[config.mk]
export PLATFORM = sky130hd
export DESIGN_NAME = rwic_ctrl
export DESIGN_NICKNAME = d
export VERILOG_FILES = /design/src/hdl/rwic_pkg.sv /design/src/hdl/rwic_ctrl.sv
export SDC_FILE = /design/constraint.sdc
export NUM_CORES = 1
export LEC_CHECK = 0
export ABC_AREA = 1
export ABC_CLOCK_PERIOD_IN_PS = 2700
export BUFFER_PORTS_ARGS = -buffer_cell sky130_fd_sc_hd__buf_2
export CORE_MARGIN = 2
export CORE_UTILIZATION = 40
export DETAILED_ROUTE_END_ITERATION = 10
export PLACE_DENSITY = 0.62
export SLEW_MARGIN = 20
export SYNTH_ARGS = -nofsm -noshare
export SYNTH_HDL_FRONTEND = slang
export SYNTH_SLANG_ARGS = --single-unit
[constraint.sdc]
create_clock -name mclk_in -period 2.7 [get_ports mclk_in]
set_input_delay 0.54 -clock mclk_in [delete_from_list [all_inputs] [get_ports mclk_in]]
set_output_delay 0.54 -clock mclk_in [all_outputs]
set_load 0.01 [all_outputs]
[src/hdl/rwic_pkg.sv]
// Constants, register map and state codes for the reset, wake and interrupt controller
// Notes on behaviour
// - One 8-bit prescaler serves timebase or watchdog, chosen by option bit 3.
// - Writing the timebase counter clears the timebase counter and the prescaler.
// - With prescaler on watchdog, watchdog-clear or halt instruction clears the prescaler.
// - With prescaler on timebase, the halt instruction leaves the prescaler untouched.
// - RC mode: instruction clock is half oscillation, or half sub frequency if selected.
// - Reset from pin, power-on or voltage detect, or enabled watchdog timeout while running.
// - A code option picks voltage-detect reset; otherwise power-on reset is used.
// - Any reset keeps oscillator running, clears program counter, fetches from 000H.
// - Power-up only clears status upper three bits and register-select upper two bits.
// - Any reset clears watchdog and prescaler, disables watchdog, sets option bits all ones.
// - Reset sets port direction all ones, LCD control 00110000, clears interrupt mask.
// - Halted device wakes on timebase timeout (idle only), watchdog, or port nine change.
// - Idle wake resumes after the halt instruction; sleep wake performs a reset.
// - A timebase timeout wake sets interrupt flag bit 0.
// - Counter overflows set flags on falling edges when masked in; the timebase flag sets unmasked.
// - Enable and disable instructions gate interrupts; pending enabled interrupt vectors 008H.
// - Flags stay set until software clears them; software clears before re-enabling.
// - External interrupts come from port seven bits 0 to 3, gated by mask bits.
// - Software interrupt instruction vectors to 001H, apart from the hardware vector.
// - Timebase timeout vectors 008H when running; from idle it resumes first, then vectors.
// - Mask bits 0..5: timebase, ext a, ext b, ext c or d, counter one, counter two.
package rwic_pkg;
	localparam int PC_W = 11;
	localparam int DIV_W = 9;
	localparam int SYNC_W = 15;
	localparam int NUM_IRQ = 6;

	// Register byte offsets on the APB
	localparam logic [7:0] OFS_CONTROL_OPTION = 8'h00;
	localparam logic [7:0] OFS_TIMEBASE = 8'h04;
	localparam logic [7:0] OFS_IRQ_FLAG = 8'h08;
	localparam logic [7:0] OFS_IRQ_MASK = 8'h0c;
	localparam logic [7:0] OFS_WAKE_CONTROL = 8'h10;
	localparam logic [7:0] OFS_STATUS = 8'h14;
	localparam logic [7:0] OFS_REGISTER_SELECT = 8'h18;
	localparam logic [7:0] OFS_LCD_CONTROL = 8'h1c;
	localparam logic [7:0] OFS_PORT_DIRECTION = 8'h20;
	localparam logic [7:0] OFS_CLOCK_SELECT = 8'h24;
	localparam logic [7:0] OFS_WATCHDOG = 8'h28;
	localparam logic [7:0] OFS_CORE_STATE = 8'h2c;

	// Reset values
	localparam logic [7:0] RST_CONTROL_OPTION = 8'hff;
	localparam logic [7:0] RST_LCD_CONTROL = 8'h30;
	localparam logic [7:0] RST_PORT_DIRECTION = 8'hff;
	localparam logic [7:0] RST_ZERO8 = 8'h00;
	localparam logic [7:0] STATUS_PWR_KEEP = 8'h1f;
	localparam logic [7:0] RSEL_PWR_KEEP = 8'h3f;
	localparam logic [SYNC_W-1:0] SYNC_RST = 15'h0004;

	// Field positions
	localparam int COR_PAB_BIT = 3;
	localparam int COR_RATIO_LSB = 0;
	localparam int WAKE_WDT_EN_BIT = 7;
	localparam int WAKE_PORT_NINE_BIT = 6;
	localparam int CLK_SUB_SELECT_BIT = 0;
	localparam int IRQ_TB = 0;
	localparam int IRQ_EXT_A = 1;
	localparam int IRQ_EXT_B = 2;
	localparam int IRQ_EXT_CD = 3;
	localparam int IRQ_CNT1 = 4;
	localparam int IRQ_CNT2 = 5;

	// Fetch vectors
	localparam logic [PC_W-1:0] VEC_RESET = 11'h000;
	localparam logic [PC_W-1:0] VEC_SOFT = 11'h001;
	localparam logic [PC_W-1:0] VEC_HARD = 11'h008;

	typedef enum logic [2:0] {
		ST_RUN = 3'b001,
		ST_IDLE = 3'b010,
		ST_SLEEP = 3'b100
	} rwic_state_e;
endpackage // rwic_pkg

[src/hdl/rwic_ctrl.sv]
// Reset, wake-up, interrupt and timebase/watchdog prescaler controller with APB registers
//
// Our own choices: the register addresses and the APB interface to the registers.
module rwic_ctrl #(
	parameter int WDT_W = 8
) (
	input wire logic mclk_in,
	input wire logic rst_in,
	input wire logic [7:0] paddr_in,
	input wire logic psel_in,
	input wire logic penable_in,
	input wire logic pwrite_in,
	input wire logic [31:0] pwdata_in,
	output logic [31:0] prdata_out,
	output logic pready_out,
	output logic pslverr_out,
	input wire logic ext_reset_n_in,
	input wire logic por_in,
	input wire logic svd_reset_in,
	input wire logic svd_select_in,
	input wire logic rc_mode_in,
	input wire logic [2:0] sub_div_in,
	input wire logic halt_instr_in,
	input wire logic halt_deep_in,
	input wire logic watchdog_clear_instr_in,
	input wire logic irq_enable_instr_in,
	input wire logic irq_disable_instr_in,
	input wire logic sw_irq_instr_in,
	input wire logic [3:0] port_seven_in,
	input wire logic [7:0] port_nine_in,
	input wire logic cnt1_ovf_in,
	input wire logic cnt2_ovf_in,
	output logic cpu_reset_out,
	output logic fetch_redirect_out,
	output logic [rwic_pkg::PC_W-1:0] fetch_addr_out,
	output logic instr_clk_en_out,
	output logic osc_run_out,
	output logic halted_out,
	output logic [7:0] port_direction_out,
	output logic [7:0] lcd_control_out
);
	// Watchdog widths the counter can serve; read-back shows only its low 8 bits
	if (WDT_W < 2 || WDT_W > 24) begin : g_wdt_w_check
		$error("WDT_W out of range");
	end

	logic [7:0] control_option_reg, timebase_counter, prescaler_reg;
	logic [7:0] irq_mask_reg, wake_control_reg, status_reg, register_select_reg;
	logic [rwic_pkg::NUM_IRQ-1:0] irq_flag_reg, irq_flag_next, irq_set;
	logic [WDT_W-1:0] watchdog_timer;
	logic [rwic_pkg::DIV_W-1:0] div_reg, div_mask;
	logic [rwic_pkg::SYNC_W-1:0] sync1_reg, sync2_reg, sync3_reg, pin_reg, pin_prev_reg;
	logic [1:0] ovf_prev_reg;
	logic clock_select_reg, tb_msb_prev_reg, gie_reg, rst_req_reg, pwr_rst_reg;
	rwic_pkg::rwic_state_e state_reg;
	logic sys_rst, apb_wr, apb_setup, presc_tick, tb_tick, tb_fall, wdt_en, wdt_timeout;
	logic wr_tb, wr_flag, port_nine_change, wake_any, irq_go, sw_go;
	logic [7:0] presc_mask, rd_data;
	logic rd_hit;

	assign sys_rst = rst_in || rst_req_reg;
	assign apb_setup = psel_in && !penable_in;
	assign apb_wr = psel_in && penable_in && pready_out && pwrite_in;
	assign wr_tb = apb_wr && paddr_in == rwic_pkg::OFS_TIMEBASE;
	assign wr_flag = apb_wr && paddr_in == rwic_pkg::OFS_IRQ_FLAG;
	assign wdt_en = wake_control_reg[rwic_pkg::WAKE_WDT_EN_BIT];

	// Pin inputs: three stages, change accepted once stages two and three agree
	always_ff @(posedge mclk_in) begin
		if (rst_in) begin
			sync1_reg <= rwic_pkg::SYNC_RST;
			sync2_reg <= rwic_pkg::SYNC_RST;
			sync3_reg <= rwic_pkg::SYNC_RST;
			pin_reg <= rwic_pkg::SYNC_RST;
			pin_prev_reg <= rwic_pkg::SYNC_RST;
		end else begin
			sync1_reg <= {port_nine_in, port_seven_in, ext_reset_n_in, svd_reset_in, por_in};
			sync2_reg <= sync1_reg;
			sync3_reg <= sync2_reg;
			pin_reg <= (~(sync2_reg ^ sync3_reg) & sync2_reg) | ((sync2_reg ^ sync3_reg) & pin_reg);
			pin_prev_reg <= pin_reg;
		end
	end

	// Instruction clock enable; no RC mode means full rate
	always_comb begin
		div_mask = '0;
		if (rc_mode_in) begin
			if (clock_select_reg) begin
				div_mask = rwic_pkg::DIV_W'((4 << sub_div_in) - 1);
			end else begin
				div_mask = rwic_pkg::DIV_W'(1);
			end
		end
	end

	always_ff @(posedge mclk_in) begin
		if (rst_in) begin
			div_reg <= '0;
			instr_clk_en_out <= 1'b0;
		end else begin
			div_reg <= div_reg + 1'b1;
			instr_clk_en_out <= (div_reg & div_mask) == div_mask;
		end
	end

	// Prescaler tap; watchdog side gets one octave less than timebase side
	always_comb begin
		if (control_option_reg[rwic_pkg::COR_PAB_BIT]) begin
			presc_mask = 8'((8'h01 << control_option_reg[2:0]) - 1);
		end else begin
			presc_mask = 8'((8'h02 << control_option_reg[2:0]) - 1);
		end
	end
	assign presc_tick = instr_clk_en_out && (prescaler_reg & presc_mask) == presc_mask;

	// Shared prescaler, one owner at a time
	always_ff @(posedge mclk_in) begin
		if (sys_rst) begin
			prescaler_reg <= rwic_pkg::RST_ZERO8;
		end else if (wr_tb) begin
			prescaler_reg <= rwic_pkg::RST_ZERO8;
		end else if (control_option_reg[rwic_pkg::COR_PAB_BIT] &&
				(watchdog_clear_instr_in || halt_instr_in)) begin
			prescaler_reg <= rwic_pkg::RST_ZERO8;
		end else if (instr_clk_en_out && (control_option_reg[rwic_pkg::COR_PAB_BIT] ||
				state_reg != rwic_pkg::ST_SLEEP)) begin
			prescaler_reg <= prescaler_reg + 8'h01;
		end
	end

	// Timebase counter; frozen in sleep because the oscillator stops
	assign tb_tick = control_option_reg[rwic_pkg::COR_PAB_BIT] ? instr_clk_en_out : presc_tick;
	assign tb_fall = tb_msb_prev_reg && !timebase_counter[7];
	always_ff @(posedge mclk_in) begin
		if (sys_rst) begin
			timebase_counter <= rwic_pkg::RST_ZERO8;
			tb_msb_prev_reg <= 1'b0;
		end else begin
			tb_msb_prev_reg <= timebase_counter[7];
			if (wr_tb) begin
				timebase_counter <= rwic_pkg::RST_ZERO8;
			end else if (tb_tick && state_reg != rwic_pkg::ST_SLEEP) begin
				timebase_counter <= timebase_counter + 8'h01;
			end
		end
	end

	// Watchdog; runs in all states so it can wake or reset from halt
	assign wdt_timeout = wdt_en && &watchdog_timer &&
		(control_option_reg[rwic_pkg::COR_PAB_BIT] ? presc_tick : instr_clk_en_out);
	always_ff @(posedge mclk_in) begin
		if (sys_rst) begin
			watchdog_timer <= '0;
		end else if (watchdog_clear_instr_in || halt_instr_in || !wdt_en) begin
			watchdog_timer <= '0;
		end else if (control_option_reg[rwic_pkg::COR_PAB_BIT] ? presc_tick : instr_clk_en_out) begin
			watchdog_timer <= watchdog_timer + 1'b1;
		end
	end

	// Reset request from pin, power source and watchdog or sleep wake
	assign port_nine_change = |(pin_reg[14:7] ^ pin_prev_reg[14:7]);
	assign wake_any = wdt_timeout ||
		(port_nine_change && wake_control_reg[rwic_pkg::WAKE_PORT_NINE_BIT]);
	always_ff @(posedge mclk_in) begin
		if (rst_in) begin
			rst_req_reg <= 1'b0;
			pwr_rst_reg <= 1'b0;
			cpu_reset_out <= 1'b1;
		end else begin
			pwr_rst_reg <= svd_select_in ? pin_reg[1] : pin_reg[0];
			rst_req_reg <= !pin_reg[2] || (svd_select_in ? pin_reg[1] : pin_reg[0]) ||
				(wdt_timeout && state_reg == rwic_pkg::ST_RUN) ||
				(state_reg == rwic_pkg::ST_SLEEP && wake_any);
			cpu_reset_out <= rst_req_reg;
		end
	end

	// Halt state machine
	always_ff @(posedge mclk_in) begin
		if (sys_rst) begin
			state_reg <= rwic_pkg::ST_RUN;
			osc_run_out <= 1'b1;
			halted_out <= 1'b0;
		end else begin
			case (state_reg)
				rwic_pkg::ST_RUN: begin
					if (halt_instr_in) begin
						state_reg <= halt_deep_in ? rwic_pkg::ST_SLEEP : rwic_pkg::ST_IDLE;
						osc_run_out <= !halt_deep_in;
						halted_out <= 1'b1;
					end
				end
				rwic_pkg::ST_IDLE: begin
					if (wake_any || tb_fall) begin
						state_reg <= rwic_pkg::ST_RUN;
						halted_out <= 1'b0;
					end
				end
				rwic_pkg::ST_SLEEP: begin
					osc_run_out <= 1'b0; // Wake leaves through the reset request
				end
				default: begin
					state_reg <= rwic_pkg::ST_RUN;
				end
			endcase
		end
	end

	// Falling-edge detection of interrupt sources; set beats a software clear
	always_ff @(posedge mclk_in) begin
		if (sys_rst) begin
			ovf_prev_reg <= 2'h0;
		end else begin
			ovf_prev_reg <= {cnt2_ovf_in, cnt1_ovf_in};
		end
	end

	always_comb begin
		irq_set = '0;
		irq_set[rwic_pkg::IRQ_TB] = tb_fall;
		irq_set[rwic_pkg::IRQ_EXT_A] = pin_prev_reg[3] && !pin_reg[3];
		irq_set[rwic_pkg::IRQ_EXT_B] = pin_prev_reg[4] && !pin_reg[4];
		irq_set[rwic_pkg::IRQ_EXT_CD] = (pin_prev_reg[5] && !pin_reg[5]) ||
			(pin_prev_reg[6] && !pin_reg[6]);
		irq_set[rwic_pkg::IRQ_CNT1] = ovf_prev_reg[0] && !cnt1_ovf_in;
		irq_set[rwic_pkg::IRQ_CNT2] = ovf_prev_reg[1] && !cnt2_ovf_in;
		irq_set = irq_set & (irq_mask_reg[5:0] | 6'h01);
		irq_flag_next = wr_flag ? pwdata_in[5:0] : irq_flag_reg;
		irq_flag_next = irq_flag_next | irq_set;
	end

	always_ff @(posedge mclk_in) begin
		if (sys_rst) begin
			irq_flag_reg <= '0;
		end else begin
			irq_flag_reg <= irq_flag_next;
		end
	end

	// Vectoring; reset forces a redirect to the reset vector, so a same-cycle event is dropped
	assign irq_go = gie_reg && state_reg == rwic_pkg::ST_RUN && |(irq_flag_reg & irq_mask_reg[5:0]);
	assign sw_go = sw_irq_instr_in && state_reg == rwic_pkg::ST_RUN;
	always_ff @(posedge mclk_in) begin
		if (sys_rst) begin
			gie_reg <= 1'b0;
			fetch_redirect_out <= 1'b1;
			fetch_addr_out <= rwic_pkg::VEC_RESET;
		end else begin
			fetch_redirect_out <= sw_go || irq_go;
			if (sw_go) begin
				fetch_addr_out <= rwic_pkg::VEC_SOFT;
			end else if (irq_go) begin
				fetch_addr_out <= rwic_pkg::VEC_HARD;
			end
			if (irq_go && !sw_go) begin
				gie_reg <= 1'b0; // Blocks re-entry until the service routine re-enables
			end else if (irq_enable_instr_in) begin
				gie_reg <= 1'b1;
			end else if (irq_disable_instr_in) begin
				gie_reg <= 1'b0;
			end
		end
	end

	// Software registers set to their reset values by every reset
	always_ff @(posedge mclk_in) begin
		if (sys_rst) begin
			control_option_reg <= rwic_pkg::RST_CONTROL_OPTION;
			wake_control_reg <= rwic_pkg::RST_ZERO8;
			irq_mask_reg <= rwic_pkg::RST_ZERO8;
			lcd_control_out <= rwic_pkg::RST_LCD_CONTROL;
			port_direction_out <= rwic_pkg::RST_PORT_DIRECTION;
			clock_select_reg <= 1'b0;
		end else if (apb_wr) begin
			case (paddr_in)
				rwic_pkg::OFS_CONTROL_OPTION: control_option_reg <= pwdata_in[7:0];
				rwic_pkg::OFS_WAKE_CONTROL: wake_control_reg <= pwdata_in[7:0];
				rwic_pkg::OFS_IRQ_MASK: irq_mask_reg <= {2'h0, pwdata_in[5:0]};
				rwic_pkg::OFS_LCD_CONTROL: lcd_control_out <= pwdata_in[7:0];
				rwic_pkg::OFS_PORT_DIRECTION: port_direction_out <= pwdata_in[7:0];
				rwic_pkg::OFS_CLOCK_SELECT: clock_select_reg <= pwdata_in[rwic_pkg::CLK_SUB_SELECT_BIT];
				default: begin
				end
			endcase
		end
	end

	// Status and bank select survive non-power resets; only power-up clears upper bits
	always_ff @(posedge mclk_in) begin
		if (rst_in) begin
			status_reg <= rwic_pkg::RST_ZERO8;
			register_select_reg <= rwic_pkg::RST_ZERO8;
		end else if (pwr_rst_reg) begin
			status_reg <= status_reg & rwic_pkg::STATUS_PWR_KEEP;
			register_select_reg <= register_select_reg & rwic_pkg::RSEL_PWR_KEEP;
		end else if (apb_wr && paddr_in == rwic_pkg::OFS_STATUS) begin
			status_reg <= pwdata_in[7:0];
		end else if (apb_wr && paddr_in == rwic_pkg::OFS_REGISTER_SELECT) begin
			register_select_reg <= pwdata_in[7:0];
		end
	end

	// Read mux
	always_comb begin
		rd_hit = 1'b1;
		rd_data = rwic_pkg::RST_ZERO8;
		case (paddr_in)
			rwic_pkg::OFS_CONTROL_OPTION: rd_data = control_option_reg;
			rwic_pkg::OFS_TIMEBASE: rd_data = timebase_counter;
			rwic_pkg::OFS_IRQ_FLAG: rd_data = {2'h0, irq_flag_reg};
			rwic_pkg::OFS_IRQ_MASK: rd_data = irq_mask_reg;
			rwic_pkg::OFS_WAKE_CONTROL: rd_data = wake_control_reg;
			rwic_pkg::OFS_STATUS: rd_data = status_reg;
			rwic_pkg::OFS_REGISTER_SELECT: rd_data = register_select_reg;
			rwic_pkg::OFS_LCD_CONTROL: rd_data = lcd_control_out;
			rwic_pkg::OFS_PORT_DIRECTION: rd_data = port_direction_out;
			rwic_pkg::OFS_CLOCK_SELECT: rd_data = {7'h00, clock_select_reg};
			rwic_pkg::OFS_WATCHDOG: rd_data = 8'(watchdog_timer);
			rwic_pkg::OFS_CORE_STATE: rd_data = {4'h0, gie_reg, state_reg};
			default: rd_hit = 1'b0;
		endcase
	end

	// APB slave: no wait states, data captured in setup so access sees it stable
	always_ff @(posedge mclk_in) begin
		if (rst_in) begin
			pready_out <= 1'b0;
			pslverr_out <= 1'b0;
			prdata_out <= '0;
		end else begin
			pready_out <= apb_setup;
			if (apb_setup) begin
				pslverr_out <= !rd_hit;
				prdata_out <= {24'h000000, rd_data};
			end
		end
	end
endmodule // rwic_ctrl

Word-level counts from Yosys, hierarchy flattened
Index checks and enable logic that the tools add are counted.
{"block": "word_totals", "regBits": 195, "output_inout_bits": 66}
{"block": "classes", "n_addsub": 7, "n_eq_ne": 19, "shift": 3, "muxes": 22, "bitwise": 14, "reduce_logical": 79}
{"op": "8-bit one-hot mux with 12 select lines", "count": 1}
{"op": "8-bit by 5-bit equality test with 1-bit output (second input constant)", "count": 4}
{"op": "8-bit by 6-bit equality test with 1-bit output (second input constant)", "count": 4}
{"op": "15-bit bitwise AND", "count": 2}
{"op": "1-bit logical AND", "count": 28}
{"op": "8-bit by 1-bit adder with 8-bit output (second input constant)", "count": 3}
{"op": "9-bit 2-to-1 mux", "count": 2}
{"op": "2-bit AND reduction", "count": 9}
{"op": "8-bit by 4-bit equality test with 1-bit output (second input constant)", "count": 2}
{"op": "8-bit by 1-bit subtractor with 8-bit output (second input constant)", "count": 2}
{"op": "15-bit inverter", "count": 1}
{"op": "15-bit bitwise OR", "count": 1}
{"op": "15-bit bitwise XOR", "count": 1}
{"op": "1-bit zero test", "count": 13}
{"op": "6-bit bitwise AND", "count": 2}
{"op": "12-bit OR reduction", "count": 1}
{"op": "1-bit logical OR", "count": 11}
{"op": "1-bit 2-to-1 mux", "count": 11}
{"op": "2-bit OR reduction", "count": 5}
{"op": "9-bit by 1-bit adder with 9-bit output (second input constant)", "count": 1}
{"op": "9-bit bitwise AND", "count": 1}
{"op": "9-bit equality test", "count": 1}
{"op": "3-bit 2-to-1 mux", "count": 3}
{"op": "3-bit one-hot mux with 3 select lines", "count": 1}
{"op": "other kinds (25)", "count": 34}

Logic depth before layout (Yosys ltp)
{"block": "logic_depth", "depth_word": 12, "depth_mapped": 18, "depth_no_buf": 18}

Worst setup path after synthesis
No wires, ideal clock.
{"block": "synth_path", "path_type": "register to register", "start": "reg control_option_reg[0]", "end": "reg timebase_counter[5]", "setup_time_ns": 0.122, "arrival_time_ns": 2.025, "required_time_ns": 2.578, "path_slack_ns": 0.553, "stages_incl_launch_ff": 17, "path_buffers": 1, "synth_period_minus_slack_ns": 2.147, "cell_sequence": "dfxtp_1 -> inv_1 -> ha_1 -> nand3_2 -> ha_1 -> nor2_1 -> a21oi_1 -> nand2_1 -> inv_1 -> nand2_1 -> nor2_1 -> nand2_2 -> nand2_1 -> nand2_1 -> buf_6 -> nor3_1 -> nor3b_2"}
{"block": "synth_via", "elab_chain_len": 8, "word_cells_on_any_way": 10, "classes_between": "add/sub (2); eq/ne (1); shift (2); mux (2); bitwise (1); reduce/logical (2)"}
{"item": "start: declaration", "line_no": "rwic_ctrl.sv:47", "text": "logic [7:0] control_option_reg, timebase_counter, prescaler_reg;"}
{"item": "start signal: assignment", "line_no": "rwic_ctrl.sv:270", "text": "control_option_reg <= rwic_pkg::RST_CONTROL_OPTION;"}
{"item": "start signal: assignment", "line_no": "rwic_ctrl.sv:278", "text": "rwic_pkg::OFS_CONTROL_OPTION: control_option_reg <= pwdata_in[7:0];"}
{"item": "2-bit by 3-bit left shift with 8-bit output or 1-bit by 3-bit left shift with 8-bit output (tied branches)", "line_no": "rwic_ctrl.sv:112, rwic_ctrl.sv:110"}
{"item": "8-bit by 1-bit subtractor with 8-bit output, on equally long branches", "line_no": "rwic_ctrl.sv:112, rwic_ctrl.sv:110"}
{"item": "8-bit 2-to-1 mux (*)", "line_no": "rwic_ctrl.sv:109", "text": "if (control_option_reg[rwic_pkg::COR_PAB_BIT]) begin"}
{"item": "8-bit bitwise AND", "line_no": "rwic_ctrl.sv:115", "text": "assign presc_tick = instr_clk_en_out && (prescaler_reg & presc_mask) == presc_mask;"}
{"item": "8-bit equality test (*)", "line_no": "rwic_ctrl.sv:115"}
{"item": "1-bit logical AND (*)", "line_no": "rwic_ctrl.sv:115"}
{"item": "1-bit 2-to-1 mux (*)", "line_no": "rwic_ctrl.sv:133", "text": "assign tb_tick = control_option_reg[rwic_pkg::COR_PAB_BIT] ? instr_clk_en_out : presc_tick;"}
{"item": "1-bit logical AND (*)", "line_no": "rwic_ctrl.sv:143", "text": "end else if (tb_tick && state_reg != rwic_pkg::ST_SLEEP) begin"}
{"item": "end signal: assignment", "line_no": "rwic_ctrl.sv:137", "text": "timebase_counter <= rwic_pkg::RST_ZERO8;"}
{"item": "end signal: assignment", "line_no": "rwic_ctrl.sv:142", "text": "timebase_counter <= rwic_pkg::RST_ZERO8;"}
{"item": "end signal: assignment", "line_no": "rwic_ctrl.sv:144", "text": "timebase_counter <= timebase_counter + 8'h01;"}
{"item": "end: declaration", "line_no": "rwic_ctrl.sv:47"}
Every way passes the cells marked *; elsewhere a longest branch is shown, timed or not.
A chain may end at the register's enable or synchronous reset.

Worst setup path in the final report
{"block": "layout_path", "start": "reg control_option_reg[0]", "end": "reg watchdog_timer[4]"}
{"block": "layout_via", "elab_chain_len": 7, "word_cells_on_any_way": 9, "classes_between": "add/sub (2); eq/ne (1); shift (2); mux (2); bitwise (1); reduce/logical (1)"}
{"item": "2-bit by 3-bit left shift with 8-bit output or 1-bit by 3-bit left shift with 8-bit output (tied branches)", "line_no": "rwic_ctrl.sv:112, rwic_ctrl.sv:110"}
{"item": "8-bit by 1-bit subtractor with 8-bit output, on equally long branches", "line_no": "rwic_ctrl.sv:112, rwic_ctrl.sv:110"}
{"item": "8-bit 2-to-1 mux (*)", "line_no": "rwic_ctrl.sv:109"}
{"item": "8-bit bitwise AND", "line_no": "rwic_ctrl.sv:115"}
{"item": "8-bit equality test (*)", "line_no": "rwic_ctrl.sv:115"}
{"item": "1-bit logical AND (*)", "line_no": "rwic_ctrl.sv:115"}
{"item": "1-bit 2-to-1 mux (*)", "line_no": "rwic_ctrl.sv:157", "text": "end else if (control_option_reg[rwic_pkg::COR_PAB_BIT] ? presc_tick : instr_clk_en_out) begin"}
{"item": "end signal: assignment", "line_no": "rwic_ctrl.sv:158", "text": "watchdog_timer <= watchdog_timer + 1'b1;"}
{"item": "end: declaration", "line_no": "rwic_ctrl.sv:50", "text": "logic [WDT_W-1:0] watchdog_timer;"}
Marks and branches as above.

==> results.cfg <==
[global_routing]
grt-ovfl-total = 0
antenna_found_initial = 0
grt.total_usage_pct = 19.2
grt_pass1_vias = 6529
grt_pass1_wl_um = 32800
grt_max_degree = 44

[setup_path]
reg2regPathDepth = 15
critPathRequiredTime_ps = 3040
reg2reg_slack_ps = 200
cp.depth = 15
cp_max_fo = 5
critical-path-top-delay-family = adder cells
slowest_stage = ha_2
cpPeakStageDelay_ps = 380
path_class = register to register
startpoint_type = register
crit_path_end_kind = register
path_buf_inv = 2
crit_top_cell = nor2_1
crit_arrival_ps = 2830
path_cells = inv_1, ha_2, nand3_2, ha_2, nor2_1, a21oi_1, nand2_1, inv_1, nand2_1, nor2_1, nand2_2, a21oi_2, nand3_1, o21ai_0, nor2_1
reg2reg_to = watchdog_timer[4]
crit-reg2reg-launch = control_option_reg[0]

[timing]
finalSetupViolCount = 0
drv_slew = 0
hold_viol = 0
layout_min_cycle_time_ps = 2500
skew_ps = 12.9
maxSlewHeadroom_pct = 48.9
tightest_slew_ps = 757
fin_crit_sh_pct = 92.5
holdWs_ps = 273
fmax_ghz = 0.401
fin_tns_setup_ps = 0
rsz0062_at_grt = no

[route]
dr.pass1.iters = 5
drc = 0
totalWireLength_um = 20400
ant_nets = 0
num_vias = 7160
first_iter_violations = 425
viasPerCell = 4.88
post_drt_wl_per_cell_um = 13.9

[placed_design]
gp_congestion = 0.905
io_buffers = 81
placedInstanceArea_um2 = 8880
place_hpwl_um = 15100

[clock_network]
hold_buffers = 0
clock-root-buffer = clkbuf_16
clk_latency_ps = 440
clkTransAtPathRegs_ps = 80
clock_sinks = 192
cts_buffer_depth = 2
cts_setup_buffers = 0
cts_tree = yes
cts_buffers = 17
htree_levels = 4
cts_resized = 0

[synth]
synth-main-ff-cell = dfxtp_1
syn_avg_cell_area_um2 = 7.56
synth.cell_area_um2 = 8210
ys_types = 47
synth-edff-count = 0
ys_seq_elements = 192
syn_inst = 1087
yosys_warnings = 0
yosysSeqAreaShare_pct = 46.8
async_flop_share_pct = 0

[status]
outcome = completed

[power]
p_leak_uw = 0.00409
power_density_nw_per_um2 = 614
ir_drop_mv = 0.479

[job]
cap_violations = 0

[cells_and_area]
syn_to_final_growth_pct = 16.1
antenna_cells = 0
postLayoutCellArea_um2 = 9540
final_nets = 1265
fillerInstances = 2055
drive_above_1_share_pct = 14.6
fin_util_pct = 47.3

[die]
initial_core_util_pct = 40.7
chipHeight_um = 147
fp-row-count = 52
die_area_um2 = 21700
core_um2 = 20200
io_pins = 139
chipWidth_um = 147

[hold_path]
hold_path_end = sync1_reg[2]
hold_class = input port to register
holdPathStages = 2
worstHoldStart = ext_reset_n_in
## through the flow
stage	std cells	worst slack [ps]	power (uW)
2_1_floorplan	1119	553	3200
3_3_place_gp	1435	227	3280
3_5_place_dp	1435	208	3290
4_1_cts	1467	179	5920
5_1_grt	1467	24.9	6090
6_report	1467	204	5860
## synth_stat cells, drive strengths merged, types with 8 or more instances
master  number  share of area [%]
a211oi       8               0.73
a21oi      106                6.6
buf         41                3.6
clkbuf      16               0.73
dfxtp      192                 47
ha           8                1.2
inv        189                8.7
nand2      131                6.1
nand3       51                3.2
nand4       16                1.2
nor2       134                6.6
nor3        19                1.5
o211ai      15                1.4
o21ai       98                6.0
o22ai       14                1.1
## logic make-up after synthesis
group                    share of synthesized area [%]
AO/OA/AOI/OAI                                     18.3
XOR/XNOR                                         0.747
adder cells (fa/ha/maj)                           1.22
buffers and inverters                             13.1
flip-flops                                        46.8
multiplexers                                     0.122
other                                           0.0457
AND/OR/NAND/NOR                                   19.7
## power by group
part           switching [uW]  total (uW)  internal [uW]
clock network            1340        2640           1300
registers                28.4        2910           2880
logic                     215         313           97.8
## how the worst max path moves through the flow
stage | startpoint | endpoint | slack, ps
2_1_floorplan | control_option_reg[0] | timebase_counter[5] | 550
6_report | control_option_reg[0] | watchdog_timer[4] | 200
3_3_place_gp | control_option_reg[0] | timebase_counter[5] | 230
4_1_cts | control_option_reg[0] | timebase_counter[5] | 180
5_1_grt | control_option_reg[0] | timebase_counter[5] | 20
3_5_place_dp | control_option_reg[0] | timebase_counter[5] | 210
## cell usage in the layout (no fill, tap or decap), drive strengths merged, types with 8 or more instances in the layout
master / instances
inv: 198
dfxtp: 192
nor2: 134
nand2: 131
a21oi: 106
buf: 103
o21ai: 98
nand3: 51
conb: 33
nor3: 19
clkbuf: 17
nand4: 16
o211ai: 15
o22ai: 14
a211oi: 8
ha: 8
clkinv: 8
## final cells by class
type                            instances  area [um^2]  share of cell area (%)
Multi-Input combinational cell        679         3430                    35.9
Tap cell                              270          338                    3.54
Clock buffer                           17          425                    4.46
Timing Repair Buffer                  103          571                    5.98
Sequential cell                       192         3840                    40.3
Clock inverter                         15          214                    2.24
Inverter                              191          719                    7.54
## metal layers
layer,wire [um],vias to the layer above,global-route usage (%),share of wire (%)
li1,-,3692,-,-
met1,9430,3215,25.6,46
met2,9270,219,30.5,45
met3,1260,34,4.63,6.2
met4,448,0,6.92,2.2
met5,0,-,0,0
Note: power is estimated with default switching activity, not from simulation.
